<file path="src/tmic_pkg.sv">
package tmic_pkg;
	localparam logic [11:0] TMIC_OFF_ROUTE_A = 12'h000;
	localparam logic [11:0] TMIC_OFF_ROUTE_B = 12'h004;
	localparam logic [11:0] TMIC_OFF_TRG_MODE = 12'h008;
	localparam logic [11:0] TMIC_OFF_CH_MODE = 12'h00c;
	localparam logic [11:0] TMIC_OFF_STATUS = 12'h010;
	localparam logic [11:0] TMIC_OFF_MASK = 12'h014;
	localparam int TMIC_CNT_LO = 10;
	localparam int TMIC_NBITS = 4;
	localparam int TMIC_ACT_LSB = 4;
	localparam int TMIC_SWAP_BIT = 7;
	localparam logic [7:0] TMIC_ROUTE_RST = 8'h00;
	localparam logic [7:0] TMIC_TRG_RST = 8'h00;
	localparam logic [7:0] TMIC_CHM_RST = 8'h00;
	localparam logic [7:0] TMIC_STAT_RST = 8'h00;
	localparam logic [7:0] TMIC_MASK_RST = 8'h00;
	localparam logic [2:0] TMIC_PWM_FIELD = 3'h7;

	typedef struct packed {
		logic [3:0] act_en;
		logic [3:0] irq_en;
	} tmic_route_t;

	typedef struct packed {
		logic [2:0] pwm_sel;
		logic [2:0] ioctl_ignore;
		logic [2:0] gr_d_writable;
	} tmic_chmode_t;

	typedef struct packed {
		logic start;
		logic stop;
	} tmic_oneshot_t;
endpackage : tmic_pkg

</file>
<file path="src/tmic_ctrl.sv">
// Decided for this implementation: the APB register port and the placing of the registers.
`timescale 1ns/1ps
// How it works
// - rise of counter bit 10 pulses converter activation when enabled; A->conv0, B->conv1.
// - enabled rise of counter bits 10..13 sets interval flag and raises interrupt; the irq output also needs the irq_mask bit set.
// - bit 4 activation enable for bit 10; bits 3..0 irq enables 13..10; reset 0.
// - swap bit 0: counter B compare starts one-shot, counter A match terminates.
// - swap bit 1: roles exchanged between the two compare matches.
// - trigger routing only matters when channels 1 and 8 work together.
// - trigger mode register cleared on reset and on either standby.
// - channel mode register cleared on reset and on either standby.
// - reserved bits read zero; software writes zero there.
// - channel mode bits 2,1,0 select PWM for channels 5,4,3.
// - PWM channel drives pins A-C, register D period, A-C duty.
// - in PWM, I/O control settings ignored and registers A-D writable.
// - bits 7,6,5 enable converter activation for counter bits 13,12,11.
module tmic_ctrl
	import tmic_pkg::*;
(
	// clock and reset
	input wire logic pclk,
	input wire logic presetn,
	// standby entry (either kind)
	input wire logic hw_standby,
	input wire logic sw_standby,
	// apb slave
	input wire logic psel,
	input wire logic penable,
	input wire logic pwrite,
	input wire logic [11:0] paddr,
	input wire logic [31:0] pwdata,
	output logic [31:0] prdata,
	output logic pready,
	output logic pslverr,
	// free counter zero bits 13..10
	input wire logic [3:0] free_counter_zero_hi,
	// channel 1 compare matches and channel 8 link
	input wire logic ch1_counter_b_match_ocr,
	input wire logic ch1_counter_a_match_gr,
	input wire logic ch1_ch8_linked,
	// outputs
	output logic conv0_act,
	output logic conv1_act,
	output logic [1:0] interval_irq_hi,
	output logic irq,
	output tmic_pkg::tmic_oneshot_t ch8_oneshot,
	output tmic_pkg::tmic_chmode_t ch_mode
);
	import tmic_pkg::*;

	tmic_route_t interval_route_a;
	tmic_route_t interval_route_b;
	logic trigger_swap_bit;
	logic [2:0] channel_mode_select;
	logic [1:0] interval_flag_hi;
	logic [1:0] irq_mask;
	logic [3:0] prev_bits;
	logic [3:0] rise;
	logic standby;
	logic wr_en;
	logic rd_en;
	logic addr_ok;
	logic [1:0] flag_set;
	logic [1:0] flag_clr;
	logic [31:0] next_rdata;

	assign standby = hw_standby | sw_standby;
	assign wr_en = psel & penable & pwrite;
	assign rd_en = psel & ~penable & ~pwrite;

	// history of the counter bits for edge detection
	always_ff @(posedge pclk or negedge presetn)
	begin
		if (!presetn)
			prev_bits <= 4'h0;
		else
			prev_bits <= free_counter_zero_hi;
	end
	assign rise = free_counter_zero_hi & ~prev_bits;

	// route registers, bit 4 = bit 10 activation, 3..0 irq enables
	always_ff @(posedge pclk or negedge presetn)
	begin
		if (!presetn)
		begin
			interval_route_a <= TMIC_ROUTE_RST;
			interval_route_b <= TMIC_ROUTE_RST;
		end
		else if (standby)
		begin
			interval_route_a <= TMIC_ROUTE_RST;
			interval_route_b <= TMIC_ROUTE_RST;
		end
		else if (wr_en)
		begin
			if (paddr == TMIC_OFF_ROUTE_A)
				interval_route_a <= pwdata[7:0];
			if (paddr == TMIC_OFF_ROUTE_B)
				interval_route_b <= pwdata[7:0];
		end
	end

	// trigger mode: only the swap bit is stored, the rest is reserved
	always_ff @(posedge pclk or negedge presetn)
	begin
		if (!presetn)
			trigger_swap_bit <= TMIC_TRG_RST[TMIC_SWAP_BIT];
		else if (standby)
			trigger_swap_bit <= TMIC_TRG_RST[TMIC_SWAP_BIT];
		else if (wr_en && paddr == TMIC_OFF_TRG_MODE)
			trigger_swap_bit <= pwdata[TMIC_SWAP_BIT];
	end

	always_ff @(posedge pclk or negedge presetn)
	begin
		if (!presetn)
			channel_mode_select <= TMIC_CHM_RST[2:0];
		else if (standby)
			channel_mode_select <= TMIC_CHM_RST[2:0];
		else if (wr_en && paddr == TMIC_OFF_CH_MODE)
			channel_mode_select <= pwdata[2:0] & TMIC_PWM_FIELD;
	end

	// index 0 is route a, index 1 route b
	assign flag_set[0] = |(rise & interval_route_a.irq_en);
	assign flag_set[1] = |(rise & interval_route_b.irq_en);
	assign flag_clr = (wr_en && paddr == TMIC_OFF_STATUS) ? pwdata[1:0] : 2'h0;

	// sticky flags; a set in the clearing cycle wins
	always_ff @(posedge pclk or negedge presetn)
	begin
		if (!presetn)
			interval_flag_hi <= TMIC_STAT_RST[1:0];
		else
			interval_flag_hi <= (interval_flag_hi & ~flag_clr) | flag_set;
	end

	always_ff @(posedge pclk or negedge presetn)
	begin
		if (!presetn)
			irq_mask <= TMIC_MASK_RST[1:0];
		else if (wr_en && paddr == TMIC_OFF_MASK)
			irq_mask <= pwdata[1:0];
	end

	// converter activation pulses and interrupt lines
	always_ff @(posedge pclk or negedge presetn)
	begin
		if (!presetn)
		begin
			conv0_act <= 1'b0;
			conv1_act <= 1'b0;
			interval_irq_hi <= 2'h0;
			irq <= 1'b0;
		end
		else
		begin
			conv0_act <= |(rise & interval_route_a.act_en);
			conv1_act <= |(rise & interval_route_b.act_en);
			interval_irq_hi <= flag_set;
			irq <= |(((interval_flag_hi & ~flag_clr) | flag_set) & irq_mask);
		end
	end

	// one-shot trigger routing, only active with channels linked
	always_ff @(posedge pclk or negedge presetn)
	begin
		if (!presetn)
			ch8_oneshot <= '0;
		else if (!ch1_ch8_linked)
			ch8_oneshot <= '0;
		else if (!trigger_swap_bit)
		begin
			ch8_oneshot.start <= ch1_counter_b_match_ocr;
			ch8_oneshot.stop <= ch1_counter_a_match_gr;
		end
		else
		begin
			ch8_oneshot.start <= ch1_counter_a_match_gr;
			ch8_oneshot.stop <= ch1_counter_b_match_ocr;
		end
	end

	// pwm controls: pins a-c as pwm, d as period, ioctl ignored, gr a-d writable
	always_ff @(posedge pclk or negedge presetn)
	begin
		if (!presetn)
			ch_mode <= '0;
		else
		begin
			ch_mode.pwm_sel <= channel_mode_select;
			ch_mode.ioctl_ignore <= channel_mode_select;
			ch_mode.gr_d_writable <= channel_mode_select;
		end
	end

	assign addr_ok = (paddr == TMIC_OFF_ROUTE_A) || (paddr == TMIC_OFF_ROUTE_B) ||
		(paddr == TMIC_OFF_TRG_MODE) || (paddr == TMIC_OFF_CH_MODE) ||
		(paddr == TMIC_OFF_STATUS) || (paddr == TMIC_OFF_MASK);

	always_comb
	begin
		next_rdata = 32'h0;
		unique case (paddr)
			TMIC_OFF_ROUTE_A: next_rdata[7:0] = interval_route_a;
			TMIC_OFF_ROUTE_B: next_rdata[7:0] = interval_route_b;
			TMIC_OFF_TRG_MODE: next_rdata[TMIC_SWAP_BIT] = trigger_swap_bit;
			TMIC_OFF_CH_MODE: next_rdata[2:0] = channel_mode_select;
			TMIC_OFF_STATUS: next_rdata[1:0] = interval_flag_hi;
			TMIC_OFF_MASK: next_rdata[1:0] = irq_mask;
			default: next_rdata = 32'h0;
		endcase
	end

	// read data captured in setup, answer one cycle later with pready
	always_ff @(posedge pclk or negedge presetn)
	begin
		if (!presetn)
		begin
			prdata <= 32'h0;
			pready <= 1'b0;
			pslverr <= 1'b0;
		end
		else
		begin
			if (rd_en)
				prdata <= next_rdata;
			pready <= psel & ~penable;
			pslverr <= psel & ~penable & ~addr_ok;
		end
	end
endmodule : tmic_ctrl

</file>
<file path="config.mk">
export PLATFORM = sky130hd
export DESIGN_NAME = tmic_ctrl
export DESIGN_NICKNAME = d
export VERILOG_FILES = /design/src/tmic_pkg.sv /design/src/tmic_ctrl.sv
export SDC_FILE = /design/constraint.sdc
export NUM_CORES = 1
export LEC_CHECK = 0
export BUFFER_PORTS_ARGS = -buffer_cell sky130_fd_sc_hd__clkbuf_2
export CORE_MARGIN = 8
export CORE_UTILIZATION = 35
export CTS_BUF_LIST = sky130_fd_sc_hd__clkbuf_8
export DETAILED_ROUTE_END_ITERATION = 8
export HOLD_SLACK_MARGIN = 0.05
export PLACE_DENSITY_LB_ADDON = 0.08
export SLEW_MARGIN = 10
export SYNTH_ARGS = -nofsm -noshare
export SYNTH_HDL_FRONTEND = slang
export SYNTH_SLANG_ARGS = --single-unit
</file>
<file path="constraint.sdc">
create_clock -name pclk -period 1.8 [get_ports pclk]
set_input_delay 0.27 -clock pclk [delete_from_list [all_inputs] [get_ports pclk]]
set_output_delay 0.27 -clock pclk [all_outputs]
set_load 0.1 [all_outputs]
</file>
==> summary.md <==
| Metric | Value |
|---|---|
| Yosys cell types | 44 |
| Routed Antenna Nets | 0 |
| Vias in the first global route | 1910 |
| Final instance area | 0.00288 mm^2 |
| Gr usage total | 11.9% |
| PwrDens | 733 mW/mm^2 |
| Least-Margin Pin Slew | 0.545 ns |
| Synthesized cell area | 0.00246 mm^2 |
| Leak | 1.51 nW |
| Initial DRC Count | 104 |
| Max stage delay on crit path | 0.41 ns |
| Chip height | 99.9 um |
| Sw Ratio | 33.1% |
| Ranking of synthesized cells by area | dfrtp_1 49%, mux2i_1 9.7%, buf_4 9.4% |
| FF+latch count, synth | 48 |
| Pins Over Slew Limit | 0 |
| Status | finished clean |
| Final min period | 1.54 ns |
| Clk network pwr share | 28.7% |
| PortBufs | 59 |
| Combinational fraction of design power | 19.7% |
| Layout cell share with drive strength beyond 1 | 29.1% |
| N_diodes | 0 |
| Final GP Congestion | 0.770 |
| DR pass1 iterations | 4 |
| Net Switching | 700 uW |
| Fmax | 0.649 GHz |
| Initial antenna violation count | 0 |
| Crit-path cells | and3b_1, a2111o_1, o21bai_1, a22o_1 |
| Flop pwr share | 51.6% |
| Maxcap violations | 0 |
| Hold Fails Final Rpt | 0 |
| Top FF cell, synth | dfrtp_1 |
| Setup TNS | 0 ns |
| Initial Util | 36.3% |
| Total CTS buffers | 5 |
| Crit path max fanout | 3 |
| Final Cycle Share | 85.6% |
| Drt via density | 4.63 |
| Share of flip-flops with an asynchronous set or reset | 100% |
| Worst Setup Path Type | register to register |
| Placed wire-length estimate | 4530 um |
| CP delay by family, top | compound AO/OA/AOI/OAI gates |
| Final nets | 350 |
| Worst Path Arrival | 1.73 ns |
| Max VDD drop | 0.000290 V |
| CTS sink cnt | 48 |
| Core area | 0.00679 mm^2 |
| I/O pin count | 108 |
| Die area | 0.00998 mm^2 |
| Drt total wl | 5880 um |
| Routed via count | 1797 |
| Post-CTS Hold Fix Bufs | 1 |
| Slew headroom | 63.8% |
| Worst path slowest cell | a2111o_1 |
| Cells after Synth | 230 |
| Post-DP Area | 0.00279 mm^2 |
| CTS H-tree depth | 2 |
| Largest net degree at the start of global routing | 49 |
| Clock Skews | 0.00715 ns |
| Worst Hold Slack | 0.0963 ns |
| Final setup viols | 0 |
| DR WL/cell | 15.1 um |
| Syn avg cell area | 10.7 um^2 |
| Post-CTS setup repair buffer count | 0 |
| Worst hold path type | input pin to register |
| Crit start category | register |
| Area Growth Syn to Fin | 16.9% |
| Global route total overflow | 0 |
| Post-CTS sizing | 0 |
| Post-synth top area share | 48.7% |
| Ys Warns | 0 |
| Row count | 30 |
| Synth area leader | dfrtp_1 |
| Worst EP required | 1.99 ns |
| Post-synth EDFFs | 0 |
| RSZ-0062 raised after global routing | false |
| Count leader, synth | dfrtp_1 |
| Critical path buffers and inverters | 0 |
| Root buffer cell | clkbuf_8 |
| Skew-Pair Late Insertion Delay | 0.30 ns |
| Pint | 1.41 mW |
| Commonest cells in the synthesized netlist | 48 x dfrtp_1, 31 x buf_4, 24 x mux2i_1 |
| Clk slew on worst S/H paths | 0.09 ns |
| First-pass GRT wire length | 9470 um |
| Sequential-to-total area share from yosys stat | 48.7% |
| CTS tree | built |
| Crit end category | register |
| DRC Markers | 0 |
| Die Wd | 99.9 um |
| CTS max path bufs | 2 |
[placed cells by master, fill, tap and decap left out, types with 5 or more instances in the layout]
master	instances
clkbuf_2	59
dfrtp_1	48
mux2i_1	24
conb_1	24
nor2_1	21
nand2_1	12
o21ai_0	11
nand3_1	8
buf_4	8
nor2b_1	7
and3b_1	6
a22oi_1	5
a21oi_1	5
clkbuf_8	5
[routing by layer]
metal	global-route usage [%]	up-vias	wire, um
met1	15.0	841	2720
met3	3.18	5	365
met5	0	-	0
met2	19.4	57	2710
met4	3.84	0	76
li1	-	894	-
[worst paths after layout]
path / depth (start not counted) / startpoint / slack [ns] / endpoint
worst max-delay path: 4 / interval_route_a[3] / 0.26 / irq
worst min register to register: 0 / channel_mode_select[0] / 0.41 / ch_mode[0]
worst max register to register: 4 / interval_route_a[3] / 0.26 / irq
min in group asynchronous: 3 / presetn / 0.49 / interval_irq_hi[1]
max in group asynchronous: 3 / presetn / 1.07 / channel_mode_select[0]
worst min-delay path: 1 / free_counter_zero_hi[0] / 0.1 / prev_bits[0]
[power by group through the flow]
stage                     Combinational (mW)  Sequential [mW]  Clock (mW)
after global placement                 0.416             1.11           0
after detailed placement               0.416             1.11           0
after global routing                   0.437             1.09       0.687
after floorplan                        0.311             1.15           0
after CTS                              0.418             1.09       0.640
final                                  0.416             1.09       0.607
[sequential cells by signal, summed over array words and instances (netlist names)]
signal,cells
interval_irq_hi,2
interval_route_a,8
conv0_act,1
conv1_act,1
ch_mode,3
interval_route_b,8
trigger_swap_bit,1
irq_mask,2
prev_bits,4
prdata,8
pready,1
irq,1
pslverr,1
ch8_oneshot,2
channel_mode_select,3
interval_flag_hi,2
[cell families after synthesis]
family	after synthesis	synth area share [%]
flops	48	48.7
compound gates	35	9.49
simple gates	80	20.1
other cells	1	0.152
mux	26	10.7
buf+inv	40	10.9
[through the flow]
| step | total power, mW | utilization, % | setup WS, ns | instances |
|---|---|---|---|---|
| after floorplan | 1.46 | - | 0.189 | 253 |
| after global routing | 2.22 | 42.4 | 0.193 | 388 |
| after global placement | 1.53 | 41.1 | 0.0491 | 380 |
| after detailed placement | 1.53 | 41.1 | 0.0344 | 380 |
| after CTS | 2.15 | 42.4 | 0.231 | 388 |
| final | 2.11 | 42.4 | 0.259 | 388 |
[cell type report]
type,instances,area (um^2)
clock buffer,5,68.8
clock inverter,2,12.5
fill,677,3910
inverter,3,11.3
multi-input combinational,165,1080
sequential,48,1200
tap,96,120
timing repair buffer,69,385
(Power assumes the default switching activity.)
